File: src/pkg/lsbf_pkg.sv
// Package for the LED sink blink/fade control register bank.
// Assumes a single 25 MHz clock and a byte-wide register port.
package lsbf_pkg;
    localparam int unsigned CLK_HZ        = 25_000_000;
    // Blink timebase: every on/off time is a whole number of these steps
    localparam int unsigned TICK_TIME_MS  = 200;
    localparam int unsigned TICK_CYCLES_DEF = (CLK_HZ / 1000) * TICK_TIME_MS;

    // Register offsets
    localparam logic [7:0] ADDR_DARK_DIM_CURRENT = 8'h0E;
    localparam logic [7:0] ADDR_SINK_FADE_LAW    = 8'h0F;
    localparam logic [7:0] ADDR_SINK_ENABLE_CTRL = 8'h10;
    localparam logic [7:0] ADDR_SINK_BLINK_A     = 8'h11;
    localparam logic [7:0] ADDR_SINK_BLINK_B     = 8'h12;

    // Field layout
    localparam int unsigned NUM_SINKS     = 7;
    localparam int unsigned DIM_CODE_W    = 7;
    localparam int unsigned LAW_W         = 2;
    localparam int unsigned CODE_W        = 2;
    localparam int unsigned ON_TIME_LSB   = 6;
    localparam int unsigned FIRST_A_SINK  = 4; // Sinks 5..7 live in time_a
    localparam int unsigned CNT_W         = 4;

    // Reset values
    localparam logic [7:0] RST_REG        = 8'h00;

    // Fade laws
    localparam logic [1:0] LAW_LIN_LIN    = 2'h0;
    localparam logic [1:0] LAW_SQR_LIN    = 2'h1;
    localparam logic [1:0] LAW_SQR_CUB10  = 2'h2;
    localparam logic [1:0] LAW_SQR_CUB11  = 2'h3;

    // On and off times in milliseconds
    localparam int unsigned ON_MS_0  = 200;
    localparam int unsigned ON_MS_1  = 600;
    localparam int unsigned ON_MS_2  = 800;
    localparam int unsigned ON_MS_3  = 1200;
    localparam int unsigned OFF_MS_1 = 600;
    localparam int unsigned OFF_MS_2 = 1200;
    localparam int unsigned OFF_MS_3 = 1800;

    localparam logic [3:0] ON_TK_0  = 4'(ON_MS_0 / TICK_TIME_MS);
    localparam logic [3:0] ON_TK_1  = 4'(ON_MS_1 / TICK_TIME_MS);
    localparam logic [3:0] ON_TK_2  = 4'(ON_MS_2 / TICK_TIME_MS);
    localparam logic [3:0] ON_TK_3  = 4'(ON_MS_3 / TICK_TIME_MS);
    localparam logic [3:0] OFF_TK_1 = 4'(OFF_MS_1 / TICK_TIME_MS);
    localparam logic [3:0] OFF_TK_2 = 4'(OFF_MS_2 / TICK_TIME_MS);
    localparam logic [3:0] OFF_TK_3 = 4'(OFF_MS_3 / TICK_TIME_MS);
    localparam logic [1:0] OFF_DISABLED = 2'h0;
endpackage

File: src/logic/lsbf_ctrl.sv
// Register bank and blink sequencer for seven LED current sinks plus
// the dark-level dim current selection.
// Assumes the two-wire host front end delivers byte reads and writes on
// the i_REG_* port, all in the I_CLOCK domain.
// The blink tick length is a parameter so a bench can shorten it.
module lsbf_ctrl
    import lsbf_pkg::*;
#(
    parameter int unsigned TICK_CYCLES = TICK_CYCLES_DEF
) (
    // Clock and reset
    input  wire logic                  I_CLOCK,
    input  wire logic                  I_SYS_RST,
    // Register port
    input  wire logic [7:0]            i_REG_ADDR,
    input  wire logic [7:0]            i_REG_WDATA,
    input  wire logic                  i_REG_WR,
    input  wire logic                  i_REG_RD,
    output logic      [7:0]            o_REG_RDATA,
    // Dark level selection
    input  wire logic                  i_DIM_ENABLE,
    input  wire logic                  i_DIM_TIMEOUT,
    input  wire logic [DIM_CODE_W-1:0] i_DARK_MAX_CODE,
    output logic      [DIM_CODE_W-1:0] o_DARK_LEVEL_CODE,
    // Sink controls
    output logic      [LAW_W-1:0]      o_SINK_LAW,
    output logic                       o_SQUARE_LAW_DAC,
    output logic                       o_NONLINEAR_STEPS,
    output logic      [NUM_SINKS-1:0]  o_SINK_ON
);
    // Prescaler wide enough to count up to TICK_CYCLES-1
    localparam int unsigned PW = $clog2(TICK_CYCLES + 1);
    localparam logic [PW-1:0] PRESC_LAST = PW'(TICK_CYCLES - 1);

    typedef struct packed {
        logic [DIM_CODE_W-1:0]            dim_code;
        logic [LAW_W-1:0]                 law;
        logic [NUM_SINKS-1:0]             enable;
        logic [7:0]                       time_a;
        logic [7:0]                       time_b;
        logic [PW-1:0]                    presc;
        logic [NUM_SINKS-1:0]             off_phase;
        logic [NUM_SINKS-1:0][CNT_W-1:0]  cnt;
        logic [7:0]                       rdata;
        logic [DIM_CODE_W-1:0]            dark_code;
        logic [NUM_SINKS-1:0]             sink_on;
        logic                             square_dac;
        logic                             nonlinear;
    } lsbf_state_t;

    lsbf_state_t state;
    lsbf_state_t next_state;

    // Register picked by an offset. Writes and reads both decode through
    // reg_sel, so the two maps cannot drift apart when one is edited.
    typedef enum {
        LSBF_SEL_NONE,
        LSBF_SEL_DIM,
        LSBF_SEL_LAW,
        LSBF_SEL_ENABLE,
        LSBF_SEL_TIME_A,
        LSBF_SEL_TIME_B
    } lsbf_sel_t;

    function automatic lsbf_sel_t reg_sel(input logic [7:0] addr);
        case (addr)
            ADDR_DARK_DIM_CURRENT: reg_sel = LSBF_SEL_DIM;
            ADDR_SINK_FADE_LAW:    reg_sel = LSBF_SEL_LAW;
            ADDR_SINK_ENABLE_CTRL: reg_sel = LSBF_SEL_ENABLE;
            ADDR_SINK_BLINK_A:     reg_sel = LSBF_SEL_TIME_A;
            ADDR_SINK_BLINK_B:     reg_sel = LSBF_SEL_TIME_B;
            default:               reg_sel = LSBF_SEL_NONE;
        endcase
    endfunction

    function automatic logic [3:0] on_ticks(input logic [1:0] code);
        case (code)
            2'h0:    on_ticks = ON_TK_0;
            2'h1:    on_ticks = ON_TK_1;
            2'h2:    on_ticks = ON_TK_2;
            default: on_ticks = ON_TK_3;
        endcase
    endfunction

    function automatic logic [3:0] off_ticks(input logic [1:0] code);
        case (code)
            2'h1:    off_ticks = OFF_TK_1;
            2'h2:    off_ticks = OFF_TK_2;
            default: off_ticks = OFF_TK_3;
        endcase
    endfunction

    // Off code of sink index i (0 = sink 1)
    function automatic logic [1:0] off_code(input int unsigned i,
                                            input logic [7:0] ta,
                                            input logic [7:0] tb);
        logic [3:0] sa;
        sa = 4'(i - FIRST_A_SINK);
        if (i >= FIRST_A_SINK) begin
            off_code = ta[sa*CODE_W +: CODE_W];
        end else begin
            off_code = tb[i*CODE_W +: CODE_W];
        end
    endfunction

    // Length in ticks of the phase a sink is in. The off phase uses the
    // sink's own code, the on phase the code shared by all sinks.
    function automatic logic [3:0] phase_ticks(input logic       off_ph,
                                               input logic [1:0] on_sel,
                                               input logic [1:0] off_sel);
        if (off_ph) begin
            phase_ticks = off_ticks(off_sel);
        end else begin
            phase_ticks = on_ticks(on_sel);
        end
    endfunction

    always_comb begin
        logic [NUM_SINKS-1:0] new_en;
        logic                 tick;
        logic [1:0]           oc;
        logic [3:0]           limit;
        logic [1:0]           on_code;
        logic                 use_dim;
        new_en     = '0;
        tick       = 1'b0;
        oc         = OFF_DISABLED;
        limit      = '0;
        on_code    = state.time_a[ON_TIME_LSB +: CODE_W];
        use_dim    = i_DIM_ENABLE || i_DIM_TIMEOUT;
        next_state = state;

        // Register writes; reserved bits are dropped here
        if (i_REG_WR) begin
            case (reg_sel(i_REG_ADDR))
                LSBF_SEL_DIM: begin
                    next_state.dim_code =
                        i_REG_WDATA[DIM_CODE_W-1:0];
                end
                LSBF_SEL_LAW: begin
                    next_state.law =
                        i_REG_WDATA[LAW_W-1:0];
                end
                LSBF_SEL_ENABLE: begin
                    next_state.enable =
                        i_REG_WDATA[NUM_SINKS-1:0];
                    // Only 0 to 1 edges restart a sequence
                    new_en = i_REG_WDATA[NUM_SINKS-1:0] & ~state.enable;
                end
                LSBF_SEL_TIME_A: begin
                    next_state.time_a = i_REG_WDATA;
                end
                LSBF_SEL_TIME_B: begin
                    next_state.time_b = i_REG_WDATA;
                end
                default: begin
                    // Unmapped offsets take no write
                end
            endcase
        end

        // Register reads, one cycle of latency; unmapped reads give zero
        if (i_REG_RD) begin
            case (reg_sel(i_REG_ADDR))
                LSBF_SEL_DIM: begin
                    next_state.rdata = {1'b0, state.dim_code};
                end
                LSBF_SEL_LAW: begin
                    next_state.rdata = {6'h00, state.law};
                end
                LSBF_SEL_ENABLE: begin
                    next_state.rdata = {1'b0, state.enable};
                end
                LSBF_SEL_TIME_A: begin
                    next_state.rdata = state.time_a;
                end
                LSBF_SEL_TIME_B: begin
                    next_state.rdata = state.time_b;
                end
                default: begin
                    next_state.rdata = 8'h00;
                end
            endcase
        end

        // Shared timebase; a fresh enable restarts it so that the first
        // on phase is full length. Sinks already blinking may see one
        // step stretched by this, traded for a single prescaler.
        if (new_en != '0) begin
            next_state.presc = '0;
        end else if (state.presc == PRESC_LAST) begin
            next_state.presc = '0;
            tick = 1'b1;
        end else begin
            next_state.presc = state.presc + PW'(1);
        end

        // Each sink restarts, stays on, or steps through on and off phases
        for (int unsigned i = 0; i < NUM_SINKS; i++) begin
            oc = off_code(i, next_state.time_a, next_state.time_b);
            if (new_en[i] || !next_state.enable[i]) begin
                next_state.off_phase[i] = 1'b0;
                next_state.cnt[i]       = '0;
            end else if (oc == OFF_DISABLED) begin
                next_state.off_phase[i] = 1'b0;
                next_state.cnt[i]       = '0;
            end else if (tick) begin
                // Phase length is taken from the phase now ending
                limit = phase_ticks(state.off_phase[i], on_code, oc);
                if (state.cnt[i] + 4'h1 >= limit) begin
                    next_state.off_phase[i] =
                        ~state.off_phase[i];
                    next_state.cnt[i]       = '0;
                end else begin
                    next_state.cnt[i] = state.cnt[i] + 4'h1;
                end
            end
        end

        // Enable gates everything; blinking only masks within it
        next_state.sink_on =
            next_state.enable & ~next_state.off_phase;

        // The dim select is a level, so the dark code follows it one
        // clock later and holds while it stays up
        if (use_dim) begin
            next_state.dark_code = state.dim_code;
        end else begin
            next_state.dark_code = i_DARK_MAX_CODE;
        end

        // Decode the law being written, so the flags never lag the
        // registered law output by a cycle
        case (next_state.law)
            LAW_LIN_LIN: begin
                next_state.square_dac = 1'b0;
                next_state.nonlinear  = 1'b0;
            end
            LAW_SQR_LIN: begin
                next_state.square_dac = 1'b1;
                next_state.nonlinear  = 1'b0;
            end
            LAW_SQR_CUB10: begin
                next_state.square_dac = 1'b1;
                next_state.nonlinear  = 1'b1;
            end
            LAW_SQR_CUB11: begin
                next_state.square_dac = 1'b1;
                next_state.nonlinear  = 1'b1;
            end
            default: begin
                next_state.square_dac = 1'b0;
                next_state.nonlinear  = 1'b0;
            end
        endcase
    end

    // The whole record clears first; register fields then take their
    // reset value, so a changed reset value touches one line only
    always_ff @(posedge I_CLOCK) begin
        if (I_SYS_RST) begin
            state           <= '0;
            state.dim_code  <= RST_REG[DIM_CODE_W-1:0];
            state.law       <= RST_REG[LAW_W-1:0];
            state.enable    <= RST_REG[NUM_SINKS-1:0];
            state.time_a    <= RST_REG;
            state.time_b    <= RST_REG;
        end else begin
            state <= next_state;
        end
    end

    // Every output comes straight from a flop of the state record
    assign o_REG_RDATA       = state.rdata;
    assign o_DARK_LEVEL_CODE = state.dark_code;
    assign o_SINK_LAW        = state.law;
    assign o_SQUARE_LAW_DAC  = state.square_dac;
    assign o_NONLINEAR_STEPS = state.nonlinear;
    assign o_SINK_ON         = state.sink_on;
endmodule

File: config.mk
export PLATFORM = sky130hd
export DESIGN_NAME = lsbf_ctrl
export DESIGN_NICKNAME = d
export VERILOG_FILES = /design/src/pkg/lsbf_pkg.sv /design/src/logic/lsbf_ctrl.sv
export SDC_FILE = /design/constraint.sdc
export NUM_CORES = 1
export LEC_CHECK = 0
export BUFFER_PORTS_ARGS = -buffer_cell sky130_fd_sc_hd__buf_2
export CORE_ASPECT_RATIO = 0.5
export CORE_UTILIZATION = 56
export CTS_BUF_LIST = sky130_fd_sc_hd__clkbuf_8
export DETAILED_ROUTE_END_ITERATION = 7
export PLACE_DENSITY = 0.9
export SYNTH_ARGS = -nofsm -noshare
export SYNTH_HDL_FRONTEND = slang
export SYNTH_SLANG_ARGS = --single-unit
File: constraint.sdc
create_clock -name I_CLOCK -period 3.5 [get_ports I_CLOCK]
set_input_delay 0.7 -clock I_CLOCK [delete_from_list [all_inputs] [get_ports I_CLOCK]]
set_output_delay 0.7 -clock I_CLOCK [all_outputs]
set_load 0.02 [all_outputs]
; ---- Word-level counts from Yosys, hierarchy flattened
; Index checks and enable logic that the tools add are counted.
[word_totals]
ff_bits = 114
elab_cells = 203
[op_classes]
addsub = 8
magnitude_cmp = 7
n_eq_ne = 35
muxes = 86
bitwise_logic = 11
n_reduce_logical = 36
[op_table]
columns = op, count
row1 = 2-to-1 mux 4 bit, 35
row2 = equality test 32 x 2 -> 1 bit (second input constant), 4
row3 = equality test 32 x 3 -> 1 bit (second input constant), 4
row4 = equality test 32 x 1 -> 1 bit (second input constant), 2
row5 = 2-to-1 mux 32 bit, 2
row6 = one-hot mux 4 bit (2 select lines), 7
row7 = one-hot mux 8 bit (5 select lines), 1
row8 = 2-to-1 mux 1 bit, 30
row9 = adder 4 x 1 -> 4 bit (second input constant), 7
row10 = >= comparator 4 bit, 7
row11 = 2-to-1 mux 7 bit, 4
row12 = 2-to-1 mux 25 bit, 1
row13 = equality test 8 x 5 -> 1 bit (second input constant), 3
row14 = OR reduction 3 bit, 8
row15 = adder 23 x 1 -> 23 bit (second input constant), 1
row16 = equality test 23 bit (second input constant), 1
row17 = equality test 2 bit (second input constant), 10
row18 = equality test 2 x 1 -> 1 bit (second input constant), 9
row19 = logical NOT 2 bit, 9
row20 = equality test 8 x 4 -> 1 bit (second input constant), 2
row21 = 2-to-1 mux 8 bit, 2
row22 = one-hot mux 3 bit (5 select lines), 1
row23 = bitwise AND 7 bit, 2
row24 = inverter 7 bit, 2
row25 = 9 further kinds, 29

; ---- Logic depth before layout (Yosys ltp)
; Gate-level depths: netlist of the first run.
[depth]
word_depth = 19
mapped_depth = 16
ltp_nobuf = 15

; ---- Least setup slack after synthesis of the first run
; OpenSTA, ideal clock, no wires.
[synth_path]
path_type = input to register
startpoint = input port i_REG_ADDR[5]
endpoint = register state (netlist bit o_SINK_ON[5])
setup_ns = 0.115
t_arrival_ns = 3.666
required_ns = 3.385
path_slack_ns = -0.280
stages = 14
n_path_buf = 1
path_cell_list = or3_4 or2_1 buf_2 nor3_4 mux2i_1 ha_1 nand2b_1 ha_1 o21a_1 nor2_1 a21oi_1 nand3_1 xor2_1 o21a_1
[synth_via]
elab_chain_cells = 19
elab_cells_between_ends = 33
[synth_lines]
columns = item, line
row1 = "start, declared", lsbf_ctrl.sv:15  ; input wire logic [7:0] i_REG_ADDR,
row2 = equality test 8 x 5 -> 1 bit / equality test 8 x 4 -> 1 bit (equally long branches), lsbf_ctrl.sv:66  ; case (addr)
row3 = one-hot mux 3 bit (5 select lines) (*), lsbf_ctrl.sv:66
row4 = 2-to-1 mux 32 bit (*), lsbf_ctrl.sv:134  ; if (i_REG_WR) begin
row5 = equality test 32 x 3 -> 1 bit, lsbf_ctrl.sv:135  ; case (reg_sel(i_REG_ADDR))
row6 = 2-to-1 mux 8 bit, lsbf_ctrl.sv:135
row7 = 2-to-1 mux 25 bit, lsbf_ctrl.sv:134
row8 = equality test 2 bit / equality test 2 x 1 -> 1 bit (equally long branches), lsbf_ctrl.sv:86  ; case (code)
row9 = one-hot mux 4 bit (2 select lines), lsbf_ctrl.sv:86
row10 = [... 3 more ...], n/a
row11 = 2-to-1 mux 4 bit, lsbf_ctrl.sv:201  ; if (new_en[i] || !next_state.enable[i]) begin
row12 = >= comparator 4 bit, lsbf_ctrl.sv:210  ; if (state.cnt[i] + 4'h1 >= limit) begin
row13 = 2-to-1 mux 1 bit, lsbf_ctrl.sv:210
row14 = 2-to-1 mux 1 bit, lsbf_ctrl.sv:207  ; end else if (tick) begin
row15 = 2-to-1 mux 1 bit, lsbf_ctrl.sv:204  ; end else if (oc == OFF_DISABLED) begin
row16 = 2-to-1 mux 1 bit, lsbf_ctrl.sv:201
row17 = inverter 7 bit, lsbf_ctrl.sv:222  ; next_state.enable & ~next_state.off_phase;
row18 = bitwise AND 7 bit (*), lsbf_ctrl.sv:222
row19 = "end signal, assigned", lsbf_ctrl.sv:269  ; state <= next_state;
row20 = "end, declared", lsbf_ctrl.sv:51  ; lsbf_state_t state;
; Mark *: on every way between the ends. The rest lies on a longest branch, timed or not. The select of a mux whose other input is x is not followed.
; A chain may end at the register's enable or synchronous reset.

==> results of run 1 <==
## cell type report
cell class | instances | area (µm²)
Tap cell | 140 | 175
Multi-Input combinational cell | 532 | 3650
Clock inverter | 11 | 114
Sequential cell | 114 | 2280
Timing Repair Buffer | 80 | 482
Clock buffer | 20 | 275
Fill cell | 719 | 3480
Inverter | 30 | 113
## cells in the mapped netlist, drive strengths merged (2+ instances only)
| cell | n |
|---|---|
| and3 | 6 |
| nand4 | 2 |
| mux2i | 52 |
| nand4b | 3 |
| ha | 50 |
| xor2 | 28 |
| nor3 | 11 |
| o22ai | 2 |
| or3 | 17 |
| nor4 | 2 |
| nand2 | 65 |
| nand3 | 28 |
| buf | 37 |
| a21oi | 55 |
| or4b | 2 |
| nor3b | 3 |
| o21a | 13 |
| or3b | 7 |
| nand2b | 18 |
| o21ai | 41 |
| a22oi | 7 |
| inv | 30 |
| nor2 | 78 |
| or4 | 7 |
| clkbuf | 17 |
| and4 | 2 |
| xnor2 | 13 |
| dfxtp | 114 |
| nor2b | 12 |
## metrics by stage
stage	setup slack (ns)	util, %	instance area [µm²]
after global routing	-0.0865	67.1	7090
final	0.0427	67.1	7090
after global placement	-0.173	62.9	6650
after detailed placement	-0.318	62.9	6650
after floorplan	-0.158	-	6330
after CTS	0.0436	66.6	7040
## final timing paths
check / startpoint / depth (start not counted) / end
hold / removal: o_REG_RDATA[1]$_SDFFE_PP0P_ / 2 / o_REG_RDATA[1]$_SDFFE_PP0P_
hold reg to reg: o_REG_RDATA[1]$_SDFFE_PP0P_ / 2 / o_REG_RDATA[1]$_SDFFE_PP0P_
setup reg to reg: state[82]$_SDFF_PP0_ / 10 / state[26]$_SDFFE_PP0P_
setup / recovery: i_REG_ADDR[3] / 15 / state[42]$_SDFFE_PP0P_
## power groups by stage
stage | logic [W] | clock network [W] | registers (W)
after floorplan | 0.0000473 | 0 | 0.00134
after global placement | 0.0000843 | 0 | 0.00134
after detailed placement | 0.0000869 | 0 | 0.00134
after CTS | 0.0000879 | 0.00123 | 0.00131
after global routing | 0.0000977 | 0.00131 | 0.00131
final | 0.0000916 | 0.00122 | 0.00131
## per-layer routing
metal | global-route usage [%] | vias to the layer above | share of wire (%)
li1 | - | 2580 | -
met1 | 31.8 | 2523 | 43
met2 | 44.3 | 227 | 47
met3 | 7.35 | 42 | 6.6
met4 | 10.6 | 0 | 2.5
met5 | 0 | - | 0
## flip-flops by register name, summed over array words and instances (netlist names)
name and cells:
state 88, o_NONLINEAR_STEPS 1, o_REG_RDATA 8, o_SINK_ON 7, o_DARK_LEVEL_CODE 7, o_SQUARE_LAW_DAC 1, o_SINK_LAW 2
## kinds of logic (layout without fill, tap and decap cells)
group,Yosys count,in the layout,share of synthesized area [%]
flops,114,114,36.2
mux,52,52,8.26
fa+ha+maj,50,50,9.92
xor+xnor,41,41,5.70
buf+inv,84,141,6.95
simple gates,266,266,21.9
compound gates,123,123,11.1
## worst reg2reg max path, cell delays in order (launching register included)
cell	delay [ns]
dfxtp_1	0.35
mux2i_2	0.35
ha_1	0.32
nand2b_1	0.16
ha_1	0.28
o21a_1	0.11
nor2_1	0.10
a21oi_1	0.08
buf_4	0.17
or4_1	0.41
a21oi_1	0.15
==> impl_metrics.json, run 1 <==
{
  "outcome": "complete, but fails checks",
  "violations": "DRC",
  "finalMaxSlewViolations": 0,
  "clock_latency_ns": 0.44,
  "antenna_found_initial": 0,
  "clk_path_buf_depth": 2,
  "grt_pass1_vias": 5304,
  "ys.flop_type": "dfxtp_1",
  "die_y_um": 77.0,
  "start_util_pct": 59.6,
  "fin_cells": 927,
  "antenna_cells": 0,
  "cts_setup_buffers": 0,
  "ys_async_sr_fraction_pct": 0,
  "switching_share_pct": 23.3,
  "h-tree-depth": 4,
  "drc_errors": 8,
  "worstMarginPinSlew_ns": 0.755,
  "die-area_um2": 11700,
  "die_width_um": 152,
  "routedWlPerCell_um": 16.3,
  "pwr-share-seq_pct": 49.9,
  "p_sw_w": 0.000610,
  "fin_setup_tns_ns": 0,
  "cpPeakStageDelay_ns": 0.41,
  "required_ns": 3.86,
  "synth_area_leaders": "dfxtp_1, ha_1, mux2i_1",
  "peakVddDrop_uv": 192,
  "cpMaxStageDelayCell": "or4_1",
  "cts_hold_buf": 0,
  "track_usage_pct": 26.3,
  "synth_cell_type_count": 48,
  "cp_num_buf_inv": 3,
  "hold_viol": 0,
  "cts.sinks": 114,
  "ys_seq_elements": 114,
  "via_per_inst": 5.80,
  "hpwl_um": 10300,
  "holdCritPathClass": "flip-flop to flip-flop",
  "slew_headroom_pct": 49.6,
  "drive_gt1_share_pct": 16.9,
  "drt-pass1-iter-count": 7,
  "gp_congestion": 0.907,
  "cts_resized": 0,
  "p_leak_nw": 2.73,
  "arrival_ns": 3.82,
  "grt_pass1_wl_um": 24600,
  "num_io_pins": 55,
  "pwr-share-comb_pct": 3.5,
  "endpoint_kind": "flip-flop",
  "yosys_warnings": 0,
  "synth_top_area_cell": "dfxtp_1",
  "postSynthCellCount": 730,
  "r2r_slack_ns": 0.95,
  "setup_viol": 0,
  "fmax_ghz": 0.289,
  "grt_max_degree": 55,
  "numPortBuffers": 54,
  "nets": 854,
  "vias": 5372,
  "startpoint_type": "primary input",
  "whs_ns": 0.459,
  "synth_fp_nets": 809,
  "finalPower_w": 0.00262,
  "avgSynthCellArea_um2": 8.64,
  "path_class": "primary input to flip-flop",
  "final_common_cell": "dfxtp_1",
  "drt.antenna.violating_nets": 0,
  "synth_enable_flop_cells": 0,
  "core_um2": 10600,
  "period_share_pct": 98.8,
  "cp_top_family": "simple AND/OR/NAND/NOR gates",
  "root_buffer": "clkbuf_8",
  "placed_cells": 896,
  "area_growth_pct": 12.5,
  "skew_ns": 0.0111,
  "synthDominantCellAreaShare_pct": 36.2,
  "worst-path-max-fanout": 6,
  "clkTransAtPathRegs_ns": 0.07,
  "cts_tree": "built",
  "p_int_w": 0.00201,
  "synthesis.area_um2": 6300,
  "cts_made_buffers": 17,
  "row_count": 26,
  "drt_iter0_drc": 409,
  "pwr-share-clk_pct": 46.6,
  "layout_common_cells": "dfxtp_1, nor2_1, nand2_1, buf_2",
  "drv_cap": 0,
  "path_cells": "buf_2 -> or3b_4 -> or2_1 -> nor3_4 -> buf_4 -> mux2i_1 -> inv_1 -> ha_1 -> mux2i_1 -> ha_1 -> o21a_1 -> nor2_1 -> a21oi_2 -> or4_1 -> a21oi_1",
  "rsz0062_at_grt": "yes",
  "period_minus_slack_ns": 3.46,
  "drt-total-wl_um": 15200,
  "gr-total-overflow": 0,
  "ys_seq_area_share_pct": 36.2,
  "powerDensity_nw_per_um2": 369
}
Note: power is estimated with default switching activity, not from simulation.
==> run 2: changes to the inputs <==
--- a/config.mk
+++ b/config.mk
@@ -7,7 +7,7 @@
 export LEC_CHECK = 0
 export BUFFER_PORTS_ARGS = -buffer_cell sky130_fd_sc_hd__buf_2
 export CORE_ASPECT_RATIO = 0.5
-export CORE_UTILIZATION = 56
+export CORE_UTILIZATION = 59
 export CTS_BUF_LIST = sky130_fd_sc_hd__clkbuf_8
 export DETAILED_ROUTE_END_ITERATION = 7
 export PLACE_DENSITY = 0.9
==> constraint.sdc (replaced) <==
create_clock -name I_CLOCK -period 3.3 [get_ports I_CLOCK]
set_input_delay 0.66 -clock I_CLOCK [delete_from_list [all_inputs] [get_ports I_CLOCK]]
set_output_delay 0.66 -clock I_CLOCK [all_outputs]
set_load 0.02 [all_outputs]
==> run 2 against run 1 <==
The run ends with setup timing left. Sequential cell count unchanged. Clock skew grew 0.0094 ns. Sequential power up 6%. Sequential share of layout area decreased by 1.8 points. Total power grew 18%. Wire length rose by 42%. Global-route usage rose by 2.7 points. Combinational power rose by 24%. Worst setup slack lost 0.46 ns. Register-to-register slack worse by 0.39 ns. Highest routed layer is now met5.
==> impl_metrics.json, run 2 (same netlist as run 1, synthesis figures left out) <==
{
  "drv_cap": 0,
  "drt-pass1-iter-count": 7,
  "grtUsageMet2_pct": 49.6,
  "gp_congestion": 0.885,
  "drc_errors": 0,
  "antenna_cells": 0,
  "period_share_pct": 113,
  "use_met3_pct": 7.45,
  "fin_area_um2": 7500,
  "top_usage_layer": "met2",
  "final_common_cell": "dfxtp_1",
  "n_fill_cell": 552,
  "outcome": "complete, but fails checks",
  "finalPower_w": 0.00309,
  "antenna_found_initial": 0,
  "met1_usage_pct": 33.7,
  "drt-total-wl_um": 21500,
  "layout_common_cells": "dfxtp_1, nor2_1, nand2_1, buf_2, a21oi_1",
  "slew_headroom_pct": 43.9,
  "hpwl_um": 10300,
  "num_io_pins": 55,
  "drt.antenna.violating_nets": 0,
  "powerDensity_nw_per_um2": 412,
  "grt_pass1_wl_um": 25100,
  "grt_pass1_vias": 5377,
  "clock_latency_ns": 0.47,
  "hold_viol": 0,
  "whs_ns": 0.436,
  "row_count": 26,
  "cts_made_buffers": 17,
  "skew_ns": 0.0205,
  "die_y_um": 75.1,
  "clk_path_buf_depth": 2,
  "setup_viol": 41,
  "finalMaxSlewViolations": 0,
  "nets": 858,
  "grt_max_degree": 31,
  "endpoint_kind": "flip-flop",
  "vias": 6390,
  "cts.sinks": 114,
  "startpoint_type": "primary input",
  "arrival_ns": 4.10,
  "cts_tree": "built",
  "worst-path-max-fanout": 9,
  "violations": "setup timing",
  "clkTransAtPathRegs_ns": 0.07,
  "period_minus_slack_ns": 3.72,
  "numPortBuffers": 54,
  "fin_ws_ns": -0.417,
  "drive_gt1_share_pct": 22.5,
  "top_register": "state",
  "fmax_ghz": 0.269,
  "peakVddDrop_uv": 262,
  "post-place-ws_ns": -0.523,
  "die_width_um": 148,
  "largest_register_ffs": 88,
  "worstMarginPinSlew_ns": 0.840,
  "die-area_um2": 11100,
  "p_leak_nw": 2.81,
  "start_util_pct": 61.3,
  "holdCritPathClass": "primary input to flip-flop",
  "h-tree-depth": 4,
  "track_usage_pct": 29.0,
  "rsz0062_at_grt": "yes",
  "root_buffer": "clkbuf_8",
  "placed_area_um2": 6650,
  "area_growth_pct": 19.0,
  "gr-total-overflow": 0,
  "cts_hold_buf": 0,
  "drt_iter0_drc": 1173,
  "required_ns": 3.69,
  "core_um2": 10300,
  "path_class": "primary input to flip-flop",
  "routedWlPerCell_um": 23.1,
  "via_per_inst": 6.86
}
## run 2: cell types whose count changed in the layout (fill, tap and decap cells not counted), moves of 3 or more
| cell | delta |
|---|---|
| or4_1 | -3 |
| mux2i_4 | +7 |
| a21oi_1 | -5 |
| bufinv_16 | +3 |
| a21oi_2 | +5 |
| o21ai_0 | -3 |
| buf_6 | +4 |
| ha_1 | -9 |
| ha_4 | +8 |
| mux2i_1 | -9 |
| inv_2 | +3 |
| or4_4 | +3 |
| inv_1 | -3 |
| clkinvlp_4 | -3 |
## run 2: worst max-delay path, cell delays in order
cell and delay, ns:
buf_2 0.10, or3_4 0.42, nor2_4 0.16, nand4b_1 0.19, buf_6 0.23, mux2i_2 0.38
ha_1 0.32, mux2i_2 0.14, ha_1 0.35, o21ai_0 0.25, a21oi_1 0.17, buf_4 0.18
or4_1 0.39, a21oi_1 0.14
## run 2: what timing repair did
item / in CTS / in global routing
setup buffers: 0 / 5
resized for setup: 15 / 54
pin swaps: 0 / 10
endpoints found under the setup margin: 13 / 37
## run 2: area by class of cell
type | count | area (µm²) | share of cell area, %
clock inverters | 12 | 186 | 2.48
well taps | 140 | 175 | 2.33
flip-flops and latches | 114 | 2280 | 30.4
inverters | 30 | 113 | 1.50
clock buffers | 20 | 275 | 3.67
repair buffers | 84 | 529 | 7.05
multi-input cells | 532 | 3940 | 52.5
## run 2: per-layer routing
layer / vias to the layer above / part of all wire [%]
li1: 2587 / -
met1: 2874 / 35
met2: 650 / 43
met3: 277 / 13
met4: 2 / 8.8
met5: - / 0.028
## run 2: worst paths after layout
check	cells past startpoint	from	slack [ns]	to
worst max-delay path	14	i_REG_ADDR[5]	-0.42	state[38]$_SDFFE_PP0P_
worst min-delay path	3	i_DARK_MAX_CODE[2]	0.44	o_DARK_LEVEL_CODE[2]$_SDFF_PP0_
worst max register to register	9	state[88]$_SDFF_PP0_	0.56	state[38]$_SDFFE_PP0P_
worst min register to register	2	state[31]$_SDFFE_PP0P_	0.47	state[31]$_SDFFE_PP0P_
## run 2: per-stage QoR
| stage | util [%] | instances | TNS, ns |
|---|---|---|---|
| after floorplan | - | 730 | -6.04 |
| after global placement | 64.7 | 895 | -9.14 |
| after detailed placement | 64.7 | 895 | -14.12 |
| after CTS | 69.9 | 927 | -0.0121 |
| after global routing | 73.0 | 932 | -9.67 |
| final | 73.0 | 932 | -6.64 |
## run 2: power breakdown
group | internal [W] | switching (W)
clock network | 0.000950 | 0.000639
registers | 0.00138 | 0.00000550
logic | 0.0000353 | 0.0000783
total | 0.00237 | 0.000723
